## src/rtl/iawdc_defs.vh

```
// constants for the acknowledge wait / daisy chain glue block
// assumes inclusion by bare name from rtl/ design files
`ifndef IAWDC_DEFS_VH
`define IAWDC_DEFS_VH

// ==========================================================
// wait-state counter
`define IAWDC_CNT_W       4
`define IAWDC_CNT_BASE    4'hf
`define IAWDC_CNT_ONE     4'h1
`define IAWDC_CNT_ZERO    4'h0
`define IAWDC_ADD_WAIT    4'h2

// ==========================================================
// daisy chain and opcode bytes
`define IAWDC_CHAIN_N     8
`define IAWDC_OPC_PREFIX  8'hed
`define IAWDC_OPC_RETURN  8'h4d

// ==========================================================
// sequencer states
`define IAWDC_ST_IDLE     2'h0
`define IAWDC_ST_WAIT     2'h1
`define IAWDC_ST_VECTOR   2'h2
`define IAWDC_ST_DONE     2'h3

`endif

```

## src/rtl/iawdc_glue.v

```verilog
// acknowledge wait-state and daisy chain glue logic
// assumes cpu strobes are active-low pins, sampled on clk_sys_in
`timescale 1ns/10ps
`default_nettype none
`include "iawdc_defs.vh"

module iawdc_glue (
    input  wire                          clk_sys_in,
    input  wire                          rst_n_in,
    input  wire                          opcode_fetch_cycle_n_in,
    input  wire                          rd_n_in,
    input  wire                          wr_n_in,
    input  wire                          io_request_strobe_n_in,
    input  wire [7:0]                    data_bus_in,
    input  wire [`IAWDC_CNT_W-1:0]       add_wait_in,
    input  wire                          snoop_enable_in,
    input  wire [`IAWDC_CHAIN_N-1:0]     chain_enable_out_in,
    output reg                           wait_n_out,
    output reg                           delayed_io_request_n_out,
    output reg                           vector_acknowledge_n_out,
    output reg                           periph_rd_n_out,
    output reg                           periph_wr_n_out,
    output reg  [`IAWDC_CHAIN_N-1:0]     chain_enable_in_out,
    output reg                           return_prefix_seen_out,
    output reg                           chain_settled_out
);
    // ==========================================================
    // pin synchronisers
    wire m1_n_s;
    wire rd_n_s;
    wire wr_n_s;
    wire delayed_io_request_n_s;

    iawdc_sync3 u_sync_m1 (
        .clk_sys_in (clk_sys_in),
        .rst_n_in   (rst_n_in),
        .async_in   (opcode_fetch_cycle_n_in),
        .rst_val_in (1'b1),
        .level_out  (m1_n_s)
    );
    iawdc_sync3 u_sync_rd (
        .clk_sys_in (clk_sys_in),
        .rst_n_in   (rst_n_in),
        .async_in   (rd_n_in),
        .rst_val_in (1'b1),
        .level_out  (rd_n_s)
    );
    iawdc_sync3 u_sync_wr (
        .clk_sys_in (clk_sys_in),
        .rst_n_in   (rst_n_in),
        .async_in   (wr_n_in),
        .rst_val_in (1'b1),
        .level_out  (wr_n_s)
    );
    iawdc_sync3 u_sync_delayed_io_request (
        .clk_sys_in (clk_sys_in),
        .rst_n_in   (rst_n_in),
        .async_in   (io_request_strobe_n_in),
        .rst_val_in (1'b1),
        .level_out  (delayed_io_request_n_s)
    );

    // ==========================================================
    // acknowledge detect: fetch active, read inactive
    wire ack_cycle;
    wire cpu_delayed_io_request;

    assign ack_cycle = !m1_n_s && rd_n_s;
    assign cpu_delayed_io_request  = !delayed_io_request_n_s;

    // ==========================================================
    // wait-state sequencer
    reg [1:0]                state_reg;
    reg [1:0]                state_next;
    reg [`IAWDC_CNT_W-1:0]   cnt_reg;
    reg [`IAWDC_CNT_W-1:0]   cnt_next;
    wire [`IAWDC_CNT_W-1:0]  preset;

    // preset is base minus added waits; counts up to base
    assign preset = `IAWDC_CNT_BASE - add_wait_in;

    always @* begin
        state_next = state_reg;
        cnt_next   = cnt_reg;
        case (state_reg)
            `IAWDC_ST_IDLE: begin
                if (ack_cycle) begin
                    cnt_next   = preset;
                    state_next = `IAWDC_ST_WAIT;
                end
            end
            `IAWDC_ST_WAIT: begin
                // extra waits counted only once cpu's own waits reach delayed_io_request
                if (!ack_cycle) begin
                    state_next = `IAWDC_ST_IDLE;
                end else if (cpu_delayed_io_request) begin
                    if (cnt_reg == `IAWDC_CNT_BASE) begin
                        state_next = `IAWDC_ST_VECTOR;
                    end else begin
                        cnt_next = cnt_reg + `IAWDC_CNT_ONE;
                    end
                end
            end
            `IAWDC_ST_VECTOR: begin
                if (!cpu_delayed_io_request || !ack_cycle) begin
                    state_next = `IAWDC_ST_DONE;
                end
            end
            `IAWDC_ST_DONE: begin
                if (m1_n_s) begin
                    state_next = `IAWDC_ST_IDLE;
                end
            end
            default: begin
                state_next = `IAWDC_ST_IDLE;
                cnt_next   = `IAWDC_CNT_ZERO;
            end
        endcase
    end

    always @(posedge clk_sys_in) begin
        if (!rst_n_in) begin
            state_reg <= `IAWDC_ST_IDLE;
            cnt_reg   <= `IAWDC_CNT_ZERO;
        end else begin
            state_reg <= state_next;
            cnt_reg   <= cnt_next;
        end
    end

    // ==========================================================
    // strobes to cpu and peripherals
    wire in_vector;
    wire hold_wait;

    assign in_vector = (state_next == `IAWDC_ST_VECTOR);
    // only from the wait state, so the low span is exactly add_wait_in cycles
    assign hold_wait = (state_reg == `IAWDC_ST_WAIT) && (state_next == `IAWDC_ST_WAIT) && cpu_delayed_io_request;

    always @(posedge clk_sys_in) begin
        if (!rst_n_in) begin
            wait_n_out               <= 1'b1;
            delayed_io_request_n_out <= 1'b1;
            vector_acknowledge_n_out <= 1'b1;
            periph_rd_n_out          <= 1'b1;
            periph_wr_n_out          <= 1'b1;
        end else begin
            wait_n_out               <= !hold_wait;
            delayed_io_request_n_out <= !(in_vector && snoop_enable_in);
            vector_acknowledge_n_out <= !(ack_cycle && state_next != `IAWDC_ST_IDLE);
            // read strobe forced during vector phase of acknowledge
            periph_rd_n_out          <= !(in_vector || (!rd_n_s && m1_n_s));
            periph_wr_n_out          <= wr_n_s;
        end
    end

    // ==========================================================
    // return opcode snoop: prefix byte raises return_prefix_seen_out for the chain
    reg prefix_reg;
    reg fetch_d_reg;
    wire fetch_rd;

    assign fetch_rd = !m1_n_s && !rd_n_s;

    always @(posedge clk_sys_in) begin
        if (!rst_n_in) begin
            prefix_reg  <= 1'b0;
            fetch_d_reg <= 1'b0;
        end else begin
            fetch_d_reg <= fetch_rd;
            if (fetch_rd && !fetch_d_reg) begin
                prefix_reg <= (data_bus_in == `IAWDC_OPC_PREFIX);
            end
        end
    end

    // ==========================================================
    // look-ahead chain enables
    reg [`IAWDC_CHAIN_N-1:0] la_next;
    integer i;

    always @* begin
        la_next    = {`IAWDC_CHAIN_N{1'b0}};
        la_next[0] = 1'b1;
        for (i = 1; i < `IAWDC_CHAIN_N; i = i + 1) begin
            la_next[i] = la_next[i-1] && chain_enable_out_in[i-1];
        end
    end

    always @(posedge clk_sys_in) begin
        if (!rst_n_in) begin
            chain_enable_in_out    <= {`IAWDC_CHAIN_N{1'b1}};
            return_prefix_seen_out <= 1'b0;
            chain_settled_out      <= 1'b0;
        end else begin
            // every device's enable computed at once, no serial ripple
            chain_enable_in_out    <= la_next;
            return_prefix_seen_out <= prefix_reg;
            chain_settled_out      <= (state_reg == `IAWDC_ST_VECTOR);
        end
    end
endmodule

`default_nettype wire

```

## src/rtl/iawdc_sync3.v

```verilog
// three-flop input synchroniser with agreement filter
// assumes input from outside the clk_sys_in domain
`timescale 1ns/10ps
`default_nettype none

module iawdc_sync3 (
    input  wire clk_sys_in,
    input  wire rst_n_in,
    input  wire async_in,
    input  wire rst_val_in,
    output reg  level_out
);
    reg s1_reg;
    reg s2_reg;
    reg s3_reg;

    // only s2 and s3 are compared; s1 feeds s2 only
    always @(posedge clk_sys_in) begin
        if (!rst_n_in) begin
            s1_reg    <= rst_val_in;
            s2_reg    <= rst_val_in;
            s3_reg    <= rst_val_in;
            level_out <= rst_val_in;
        end else begin
            s1_reg <= async_in;
            s2_reg <= s1_reg;
            s3_reg <= s2_reg;
            if (s2_reg == s3_reg) begin
                level_out <= s3_reg;
            end
        end
    end
endmodule

`default_nettype wire

```

## config.mk

```make
export PLATFORM = sky130hd
export DESIGN_NAME = iawdc_glue
export DESIGN_NICKNAME = d
export VERILOG_FILES = /design/src/rtl/iawdc_glue.v /design/src/rtl/iawdc_sync3.v
export VERILOG_INCLUDE_DIRS = /design/src /design/src/rtl
export SDC_FILE = /design/constraint.sdc
export NUM_CORES = 1
export LEC_CHECK = 0
export ABC_AREA = 1
export BUFFER_PORTS_ARGS = -buffer_cell sky130_fd_sc_hd__buf_2
export CORE_AREA = 2 2 46 69
export CTS_BUF_LIST = sky130_fd_sc_hd__clkbuf_4 sky130_fd_sc_hd__clkbuf_8
export DETAILED_ROUTE_END_ITERATION = 16
export DIE_AREA = 0 0 48 71
export GPL_ROUTABILITY_DRIVEN = 0
export PLACE_DENSITY = 0.81
export SYNTH_ARGS = -nofsm -noshare
export SYNTH_HDL_FRONTEND = slang
export SYNTH_HIERARCHICAL = 1
export SYNTH_SLANG_ARGS = --single-unit
```

## constraint.sdc

```tcl
create_clock -name clk_sys_in -period 2.8 [get_ports clk_sys_in]
set_clock_uncertainty 0.05 [all_clocks]
set_input_delay 0.42 -clock clk_sys_in [delete_from_list [all_inputs] [get_ports clk_sys_in]]
set_output_delay 0.42 -clock clk_sys_in [all_outputs]
set_load 0.05 [all_outputs]
```

-- Word level (Yosys, flattened, before mapping)
Index checks and enable logic that the tools add are counted.
- register bits after elaboration: 39
- input port bits: 27
- output and inout port bits: 15
- word-level logic and storage cells: 87
- add/subtract/negate cells: 2
- equal/unequal tests: 15
- multiplexer cells: 12
- reductions and logical operators: 29
- operators by type and width (cell ; count):
    4-bit two-way mux ; 4
    1-bit logical AND ; 14
    2-bit two-way mux ; 6
    1-bit zero test ; 9
    8-bit equality test, second input constant ; 1
    2-bit != test, second input constant ; 4
    2-bit one-hot mux with 4 select lines ; 1
    4-bit one-hot mux with 2 select lines ; 1
    2-bit equality test, second input constant ; 3
    5-bit AND reduction ; 1
    4-bit by 1-bit adder with 4-bit output, second input constant ; 1
    1-bit equality test ; 4
    2-bit by 1-bit equality test with 1-bit output, second input constant ; 2
    4-bit equality test, second input constant ; 1
    2-bit nonzero test ; 2
    4-bit subtractor, first input constant ; 1
    2-bit zero test ; 1
    1-bit logical OR ; 2

-- Depth between registers and ports, before layout
Gate-level depths: netlist (run 1).
- depth after elaboration: 10
- gate-level depth with buffers: 9
- depth with buffers taken out: 9

-- By module
Netlist (run 1), hierarchy kept.
- modules (own cells, without submodules) (module ; times used ; cells an instance ; area each (µm²) ; sequential area each (µm²)):
    iawdc_glue ; 1 ; 124 ; 914.6 ; 440.4
    iawdc_sync3 ; 4 ; 17 ; 141.4 ; 90.1

-- Worst setup path before layout (run 1)
Ideal clock, no wire load.
- kind: reg2reg
- start: reg cnt_reg[0]
- end: reg cnt_reg[3]
- setup time: 0.116 ns
- data arrival time: 1.083 ns
- data required time: 2.634 ns
- slack: 1.551 ns
- cell stages (with the launch flop): 8
- buffers on the path: 0
- clock period less this slack: 1.249 ns
- cells stage by stage: dfxtp_1 -> ha_1 -> nand3_1 -> nand2_1 -> a21oi_2 -> nand2_1 -> nor2_1 -> nor2_1
- cells in the longest elaborated chain, start to end: 5
- elaborated cells between the ends (all ways): 8
- those cells by class: add/sub (1); eq/ne (2); mux (4); reduce/logical (1)
- ends and longest elaborated chain (what ; RTL line ; text):
    from (decl) ; iawdc_glue.v:75 ; reg [`IAWDC_CNT_W-1:0] cnt_reg;
    from (signal assigned) ; iawdc_glue.v:124 ; cnt_reg <= `IAWDC_CNT_ZERO;
    from (signal assigned) ; iawdc_glue.v:127 ; cnt_reg <= cnt_next;
    4-bit by 1-bit adder with 4-bit output (no source line) ; n/a ;
    4-bit two-way mux ; iawdc_glue.v:97 ; if (cnt_reg == `IAWDC_CNT_BASE) begin
    4-bit two-way mux ; iawdc_glue.v:96 ; end else if (cpu_delayed_io_request) begin
    4-bit two-way mux ; iawdc_glue.v:94 ; if (!ack_cycle) begin
    4-bit one-hot mux with 2 select lines ; iawdc_glue.v:85 ; case (state_reg)
Several ways; a longest one is shown, not always the timed one. The select of a mux whose other input is x is not followed.
A chain may end at the register's enable or synchronous reset.

-- Final worst setup path (run 1)
Ends and elaborated chain as after synthesis.

==> results of run 1 <==
power by group:
group	total [W]	switching (W)	internal [W]	leakage [nW]
combinational	0.000183	0.000122	0.0000602	0.582
clock	0.000551	0.000194	0.000357	0.0683
sequential	0.000623	0.0000250	0.000598	0.324
critical path, delay by kind of cell (launching register included):
| kind | cells | cell delay (ns) |
|---|---|---|
| simple gates | 5 | 0.47 |
| flops | 1 | 0.34 |
| fa+ha+maj | 1 | 0.23 |
| compound gates | 1 | 0.23 |
final timing paths:
| check | startpoint | to | slack (ns) | cells after the start |
|---|---|---|---|---|
| max reg2reg | cnt_reg[0] | cnt_reg[3] | 1.37 | 7 |
| max | cnt_reg[0] | cnt_reg[3] | 1.37 | 7 |
| min reg2reg | u_sync_wr/s1_reg | u_sync_wr/s2_reg | 0.38 | 2 |
| min | snoop_enable_in | delayed_io_request_n_out | 0.26 | 2 |
cells in the final DEF (no fill, tap or decap), drive strengths merged, types with 2 or more instances in the layout:
cell type	Yosys	routed
nand2	78	78
buf	1	40
dfxtp	34	34
nor2	19	19
inv	19	19
o21ai	9	9
nand3	7	7
conb	1	5
clkbuf	1	5
nor3	4	4
edfxtp	4	4
or2	4	4
a21oi	3	3
nand4	2	2
o21a	2	2
bufinv	0	2
clkinv	1	2
stage by stage:
step / hold slack, ns / instance area, sq um / worst slack [ns] / util / instances
2_1_floorplan: 0.353 / 1500 / 1.55 / - / 196
3_3_place_gp: 0.357 / 1740 / 1.30 / 0.608 / 273
3_5_place_dp: 0.362 / 1740 / 1.30 / 0.608 / 273
4_1_cts: 0.252 / 1870 / 1.36 / 0.657 / 281
5_1_grt: 0.269 / 1870 / 1.20 / 0.657 / 281
6_report: 0.263 / 1870 / 1.37 / 0.657 / 281
logic make-up (layout without fill, tap and decap cells):
group / Yosys count / in the layout / share of synthesized area
AND/OR/NAND/NOR: 115 / 115 / 0.332
flip-flops: 38 / 38 / 0.541
other: 1 / 5 / 0.00253
AO/OA/AOI/OAI: 15 / 15 / 0.0575
adder cells (fa/ha/maj): 1 / 1 / 0.00845
buffers and inverters: 22 / 68 / 0.0583
routing by layer:
metal | up-vias | routed length, um | GRT usage
met4 | 0 | 63 | 0.0991
met2 | 18 | 1420 | 0.332
li1 | 692 | - | -
met3 | 7 | 87 | 0.0561
met1 | 560 | 1040 | 0.188
met5 | - | 0 | 0
cell type report:
cell class                 instances  area, sq um
multi-input combinational        136          608
clock inverter                     3         68.8
tap                               39         48.8
fill                             271          980
clock buffer                       5         68.8
sequential                        38          801
inverter                          20         75.1
timing repair buffer              40          203
==> results.sh, run 1 <==
export IMPL_vias=1277
export IMPL_irDropWorstVdd_mv=0.637
export IMPL_wirelength_mm=2.61
export IMPL_grt_ovfl_total=0
export IMPL_cp_arrival_ns=1.57
export IMPL_dpl_hpwl_mm=1.94
export IMPL_cts_resized=0
export IMPL_final_setup_tns_ns=0
export IMPL_cts_buffers=5
export IMPL_die_h_um=71
export IMPL_slowest_delay_ns=0.34
export IMPL_post_route_period_util=0.510
export IMPL_synth_yosys_seq_area_share=0.541
export IMPL_path_class="reg2reg"
export IMPL_setup_viol_count_final=0
export IMPL_yosysWarnings=6
export IMPL_layout_drive_gt1_share=0.264
export IMPL_cts_hold_buf=0
export IMPL_netlist_instances=192
export IMPL_syn_area_per_cell_sq_um=7.71
export IMPL_nets=269
export IMPL_slew_violations=0
export IMPL_grt_setup_unrepaired="no"
export IMPL_first_global_vias=1275
export IMPL_boundaryPins=42
export IMPL_fin_crit_ns=1.43
export IMPL_htree_levels=2
export IMPL_post_cts_buffers=0
export IMPL_syn_cell_area_sq_um=1480
export IMPL_die_area_sq_um=3410
export IMPL_clkTransAtPathRegs_ns=0.08
export IMPL_clk_latency_ns=0.29
export IMPL_cp_data_required_time_ns=2.94
export IMPL_grt_max_degree=20
export IMPL_hold_viol=0
export IMPL_slowest_stage="dfxtp_1"
export IMPL_groute_usage_overall=0.190
export IMPL_maxCapViolCount=0
export IMPL_dr_first_iter_drc_count=22
export IMPL_synthTopCellsByCount="nand2_1 (71), dfxtp_1 (34), nor2_1 (17)"
export IMPL_async_flop_share=0
export IMPL_startpoint_type="register"
export IMPL_area_growth_pct=26.5
export IMPL_synth_edf_count=4
export IMPL_outcome="completed"
export IMPL_cp_end_kind="register"
export IMPL_yosys_top_cells_area="dfxtp_1 (46%), nand2_1 (18%), edfxtp_1 (8.1%), nor2_1 (4.3%), inv_1 (3.8%)"
export IMPL_max_freq_mhz=700
export IMPL_via_per_inst=4.54
export IMPL_clkSinkCount=38
export IMPL_cts_tree="done"
export IMPL_path_cells="ha_1, nand3_1, nand2_1, a21oi_2, nand2_1, nor2_1, nor2_1"
export IMPL_ys_types=27
export IMPL_largest_reg_flops=7
export IMPL_drt_pass1_iter_count=4
export IMPL_hold_path_class="in2reg"
export IMPL_wl_per_cell_um=9.30
export IMPL_drc=0
export IMPL_yosys_area_top_type_share=0.460
export IMPL_yosys_area_top_type="dfxtp_1"
export IMPL_port_buffers=39
export IMPL_grt_pass1_wl_mm=4.71
export IMPL_synth_ff_latch_count=38
export IMPL_floorplan_initialDensity=0.519
export IMPL_core_sq_um=2850
export IMPL_std_cell_rows=24
export IMPL_synth_most_common_cell="nand2_1"
export IMPL_leakage_nw=0.975
export IMPL_cts_root_buf="clkbuf_8"
export IMPL_diodes=0
export IMPL_cts_buffer_depth=2
export IMPL_antenna_found_initial=0
export IMPL_p_per_area_nw_per_um2=724
export IMPL_path_max_fanout=5
export IMPL_power_w=0.00136
export IMPL_dieWidth_um=48
export IMPL_dominantRegCellSynth="dfxtp_1"
export IMPL_ant_nets=0
No activity file was read; power rests on OpenSTA's default activity.
==> run 2: changes to the inputs <==
- ABC_AREA: 1 -> 0
- CORE_AREA: 2 2 46 69 -> 2 2 46 70
- DIE_AREA: 0 0 48 71 -> 0 0 48 72
- PLACE_DENSITY: 0.81 -> 0.79
- clock period: 2.8 -> 1.37 ns (I/O delays scaled with it)
==> run 2 against run 1 <==
  * The run now ends with setup timing left
  * Wire length increased by 28%
  * Synthesized area decreased by 0.93%
  * Maximum frequency decreased by 11%
  * Global-route usage increased by 1.9 points
  * Register-to-register slack got worse by 1.6 ns
  * Sequential power increased by 100%
  * Critical path type unchanged
  * Largest power group unchanged
==> results.sh, run 2 <==
export IMPL_grt_pass1_wl_mm=5.10
export IMPL_hold_path_class="in2reg"
export IMPL_area_growth_pct=39.8
export IMPL_die_area_sq_um=3460
export IMPL_dieWidth_um=48
export IMPL_cts_buffer_depth=2
export IMPL_synth_edf_count=4
export IMPL_fin_cells=256
export IMPL_place_area_sq_um=1840
export IMPL_p_int_w=0.00215
export IMPL_synth_yosys_seq_area_share=0.546
export IMPL_floorplan_initialDensity=0.514
export IMPL_place_ws_ns=-0.203
export IMPL_grt_max_degree=14
export IMPL_path_class="reg2reg"
export IMPL_yosys_area_top_type="dfxtp_1"
export IMPL_power_w=0.00286
export IMPL_wirelength_mm=3.34
export IMPL_leakage_nw=0.971
export IMPL_layout_drive_gt1_share=0.392
export IMPL_cts_tree="done"
export IMPL_failed_checks="setup timing"
export IMPL_ant_nets=0
export IMPL_clk_latency_ns=0.29
export IMPL_synth_ff_latch_count=38
export IMPL_cts_root_buf="clkbuf_8"
export IMPL_vias=1257
export IMPL_nets=244
export IMPL_startpoint_type="register"
export IMPL_antenna_found_initial=0
export IMPL_clkSinkCount=38
export IMPL_p_comb_frac=0.170
export IMPL_slew_violations=0
export IMPL_syn_area_per_cell_sq_um=9.71
export IMPL_irDropWorstVdd_mv=1.17
export IMPL_grt_ovfl_total=0
export IMPL_hold_viol=0
export IMPL_path_max_fanout=8
export IMPL_fin_crit_ns=1.60
export IMPL_port_buffers=39
export IMPL_cp_data_required_time_ns=1.50
export IMPL_synthAdderAreaFrac=0.00853
export IMPL_place_inst=245
export IMPL_stdcell_area_sq_um=2050
export IMPL_synth_most_common_cell="nand2_1"
export IMPL_drt_pass1_iter_count=4
export IMPL_setup_slack_ns=-0.227
export IMPL_yosys_top_cells_area="dfxtp_1 (46%), nand2_1 (11%), edfxtp_1 (8.2%), nand2b_4 (3.8%), nand2b_1 (2.6%)"
export IMPL_outcome="finished, violations left"
export IMPL_cts_hold_buf=0
export IMPL_p_per_area_nw_per_um2=1400
export IMPL_max_freq_mhz=626
export IMPL_async_flop_share=0
export IMPL_netlist_instances=151
export IMPL_p_switching_w=0.000707
export IMPL_final_common_cell="nand2_1"
export IMPL_diodes=0
export IMPL_cts_buffers=5
export IMPL_setup_viol_count_final=5
export IMPL_dr_first_iter_drc_count=23
export IMPL_htree_levels=2
export IMPL_yosys_area_top_type_share=0.464
export IMPL_synthMuxAreaShare=0
export IMPL_wl_per_cell_um=13.0
export IMPL_syn_cell_area_sq_um=1470
export IMPL_grt_setup_unrepaired="yes"
export IMPL_synthTopCellsByCount="nand2_1 (43), dfxtp_1 (34), nor2_1 (7)"
export IMPL_dominantRegCellSynth="dfxtp_1"
export IMPL_ys_types=38
export IMPL_synth_compound_area_frac=0.125
export IMPL_synthXorXnorAreaFrac=0.0239
export IMPL_swShare=0.247
export IMPL_cp_arrival_ns=1.72
export IMPL_yosysWarnings=6
export IMPL_fin_worst_hold_slack_ns=0.0406
export IMPL_core_sq_um=2850
export IMPL_groute_usage_overall=0.210
export IMPL_maxCapViolCount=0
export IMPL_cp_end_kind="register"
export IMPL_drc=0
export IMPL_synth_simple_area_share=0.276
export IMPL_final_cell_mix="nand2_1 (42), buf_2 (39), dfxtp_1 (31)"
export IMPL_dpl_hpwl_mm=2.41
export IMPL_first_global_vias=1281
export IMPL_die_h_um=72
export IMPL_via_per_inst=4.91
export IMPL_p_clk_frac=0.385
export IMPL_boundaryPins=42
export IMPL_std_cell_rows=24
export IMPL_r2r_setup_slack_ns=-0.23
export IMPL_largest_reg_flops=7
export IMPL_post_route_period_util=1.17
export IMPL_clkTransAtPathRegs_ns=0.07
export IMPL_synth_top_family_by_area="simple AND/OR/NAND/NOR gates"
export IMPL_seqPwrFrac=0.445
[run 2: logic make-up (layout without fill, tap and decap cells)]
kind of cell / after synthesis / count (layout)
AND/OR/NAND/NOR: 78 / 78
AO/OA/AOI/OAI: 23 / 23
adder cells (fa/ha/maj): 1 / 1
XOR/XNOR: 4 / 4
flip-flops: 38 / 38
buffers and inverters: 6 / 68
other: 1 / 5
[run 2: per-stage QoR]
stage	setup TNS [ns]	util
floorplan	-0.609	-
global route	-1.17	0.719
finish	-0.909	0.719
detailed placement	-0.854	0.645
global placement	-0.532	0.645
CTS	-0.978	0.693
[run 2: critical path: stages, from the launching register on]
cell and delay (ns):
dfxtp_2 0.34, ha_4 0.16, a31o_4 0.23, a2111oi_4 0.27, buf_4 0.21, a21boi_2 0.16
o22ai_1 0.07
[run 2: final timing paths]
kind,start,to,cells past startpoint
hold reg to reg,u_sync_rd/s1_reg,u_sync_rd/s2_reg,2
hold / removal,snoop_enable_in,delayed_io_request_n_out,2
setup / recovery,cnt_reg[1],cnt_reg[3],6
setup reg to reg,cnt_reg[1],cnt_reg[3],6
[run 2: area by class of cell]
| cell class | instances | area (sq um) |
|---|---|---|
| clock inverter | 3 | 63.8 |
| timing repair buffer | 57 | 334 |
| inverter | 3 | 11.3 |
| multi-input combinational | 111 | 719 |
| clock buffer | 5 | 68.8 |
| sequential | 38 | 805 |
| fill | 226 | 802 |
| tap | 39 | 48.8 |
[run 2: power by group through the flow]
| stage | Sequential, W | Combinational [W] | Clock [W] |
|---|---|---|---|
| 3_5_place_dp | 0.00130 | 0.000429 | 0 |
| 4_1_cts | 0.00127 | 0.000434 | 0.00112 |
| 3_3_place_gp | 0.00129 | 0.000409 | 0 |
| 6_report | 0.00127 | 0.000487 | 0.00110 |
| 5_1_grt | 0.00128 | 0.000523 | 0.00117 |
| 2_1_floorplan | 0.00137 | 0.000186 | 0 |
[run 2: repair_timing]
action | CTS | global route
setup buffers | 0 | 3
resized for setup | 1 | 11
pin swaps | 1 | 3
endpoints found under the setup margin | 9 | 10
[run 2: layer usage]
| layer | track usage | wire length [um] | up-vias |
|---|---|---|---|
| met5 | 0 | 0 | - |
| met4 | 0.0991 | 89 | 0 |
| met3 | 0.0672 | 116 | 11 |
| met2 | 0.401 | 2040 | 27 |
| met1 | 0.172 | 1090 | 590 |
| li1 | - | - | 629 |
==> run 3: changes to the inputs <==
- BUFFER_PORTS_ARGS: -buffer_cell sky130_fd_sc_hd__buf_2 -> -buffer_cell sky130_fd_sc_hd__clkbuf_2
- SKIP_LAST_GASP: default -> 1
==> run 3 against run 2 <==
  * The flow still finishes with violations (setup timing)
  * Clock-buffer cell count unchanged
  * Sequential power is essentially flat
  * Die area unchanged
  * Flip-flop and latch count did not move
  * Setup slack better by 0.027 ns
  * Critical path depth did not move
  * Cell count unchanged
  * Non-clock buffer count stayed put
  * Sequential share of layout area grew 0.96 points
==> results.sh, run 3 (synthesized netlist as in run 2, its figures left out) <==
export IMPL_clkTransAtPathRegs_ns=0.07
export IMPL_dr_first_iter_drc_count=37
export IMPL_vias=1273
export IMPL_floorplan_initialDensity=0.514
export IMPL_final_common_cell="nand2_1"
export IMPL_boundaryPins=42
export IMPL_cp_end_kind="register"
export IMPL_cts_hold_buf=0
export IMPL_diodes=0
export IMPL_whs_endpoint="delayed_io_request_n_out"
export IMPL_outcome="finished, violations left"
export IMPL_failed_checks="setup timing"
export IMPL_startpoint_type="register"
export IMPL_hold_viol=0
export IMPL_met2WireLength_mm=1.89
export IMPL_setup_slack_ns=-0.200
export IMPL_wirelength_mm=3.28
export IMPL_path_max_fanout=8
export IMPL_cp_data_required_time_ns=1.49
export IMPL_antenna_found_initial=0
export IMPL_reg2reg_depth=6
export IMPL_hold_path_class="in2reg"
export IMPL_cts_buffer_depth=2
export IMPL_grt_ovfl_total=0
export IMPL_path_class="reg2reg"
export IMPL_via_per_inst=4.97
export IMPL_dpl_hpwl_mm=2.51
export IMPL_irDropWorstVdd_mv=1.05
export IMPL_drt_pass1_iter_count=6
export IMPL_largest_reg_flops=7
export IMPL_dr_wl_met3_um=120
export IMPL_stdcell_area_sq_um=2000
export IMPL_die_area_sq_um=3460
export IMPL_p_per_area_nw_per_um2=1230
export IMPL_std_cell_rows=24
export IMPL_cp_arrival_ns=1.69
export IMPL_r2r_end="cnt_reg[3]"
export IMPL_route_top_layer_used="met4"
export IMPL_met1_length_mm=1.17
export IMPL_clk_latency_ns=0.29
export IMPL_max_freq_mhz=637
export IMPL_cts_tree="done"
export IMPL_hold_path_startpoint="snoop_enable_in"
export IMPL_place_area_sq_um=1840
export IMPL_power_w=0.00246
export IMPL_die_h_um=72
export IMPL_fin_crit_ns=1.57
export IMPL_final_setup_tns_ns=-0.672
export IMPL_groute_usage_overall=0.221
export IMPL_grt_max_degree=14
export IMPL_layout_drive_gt1_share=0.382
export IMPL_setup_viol_count_final=4
export IMPL_maxCapViolCount=0
export IMPL_dieWidth_um=48
export IMPL_place_ws_ns=-0.188
export IMPL_whs_path_depth=2
export IMPL_cts_buffers=5
export IMPL_r2r_start="cnt_reg[1]"
export IMPL_grt_pass1_wl_mm=5.33
export IMPL_leakage_nw=0.952
export IMPL_critPathLaunch="cnt_reg[1]"
export IMPL_post_route_period_util=1.15
export IMPL_slew_violations=0
export IMPL_cts_root_buf="clkbuf_8"
export IMPL_drc=0
export IMPL_nets=244
export IMPL_fillerInstances=237
export IMPL_first_global_vias=1334
export IMPL_final_util=0.702
export IMPL_port_buffers=39
export IMPL_area_growth_pct=36.5
export IMPL_core_sq_um=2850
export IMPL_final_cell_mix="nand2_1 (42), clkbuf_2 (39), dfxtp_1 (31)"
export IMPL_r2r_setup_slack_ns=-0.20
export IMPL_wl_per_cell_um=12.8
export IMPL_ant_nets=0
export IMPL_grt_setup_unrepaired="yes"
export IMPL_clkSinkCount=38
export IMPL_htree_levels=2
[run 3: changes by cell type in the layout (fill, tap and decap cells not counted)]
| cell | before | now |
|---|---|---|
| nand3_2 | 0 | 1 |
| a21boi_4 | 0 | 1 |
| nand3_1 | 4 | 3 |
| bufinv_16 | 2 | 0 |
| a31o_4 | 1 | 0 |
| buf_2 | 39 | 0 |
| clkinv_1 | 1 | 3 |
| a31o_1 | 0 | 1 |
| a21boi_2 | 2 | 1 |
| clkbuf_2 | 0 | 39 |
[run 3: power by group]
group | total (W) | internal [W] | switching [W]
Clock | 0.000706 | 0.000339 | 0.000367
Sequential | 0.00127 | 0.00122 | 0.0000551
Combinational | 0.000479 | 0.000211 | 0.000268
[run 3: worst max-delay path, stage by stage (launching register included)]
cell	delay (ns)
dfxtp_2	0.34
ha_4	0.15
a31o_1	0.20
a2111oi_4	0.28
buf_4	0.20
a21boi_2	0.16
o22ai_1	0.07
[run 3: layout make-up]
cell class                 count  area, sq um  area share
clock buffer                   5         68.8      0.0344
clock inverter                 3         11.3     0.00563
inverter                       3         11.3     0.00563
multi-input combinational    111          723       0.361
sequential                    38          805       0.402
tap                           39         48.8      0.0244
timing repair buffer          57          334       0.167
[run 3: worst max path at each step]
stage	end	slack (ns)	depth (start not counted)
after floorplan	cnt_reg[1]	-0.17	5
after global placement	cnt_reg[3]	-0.15	6
after detailed placement	cnt_reg[3]	-0.19	6
after CTS	cnt_reg[3]	-0.20	6
after global routing	cnt_reg[3]	-0.25	6
final	cnt_reg[3]	-0.20	6
[run 3: stage by stage]
stage	hold slack, ns	cells
floorplan	0.227	155
global placement	0.316	245
detailed placement	0.321	245
CTS	0.0180	255
global route	0.0474	256
finish	0.0438	256
[run 3: layer usage]
| layer | track usage | vias up |
|---|---|---|
| met1 | 0.189 | 601 |
| met5 | 0 | - |
| met4 | 0.117 | 0 |
| li1 | - | 633 |
| met3 | 0.0672 | 10 |
| met2 | 0.412 | 29 |
[run 3: timing repair]
item	in CTS	in global routing
pin swaps	5	4
gates resized for setup	8	5
endpoints found under the hold margin	0	0
endpoints found under the setup margin	9	9
buffers inserted	2	1
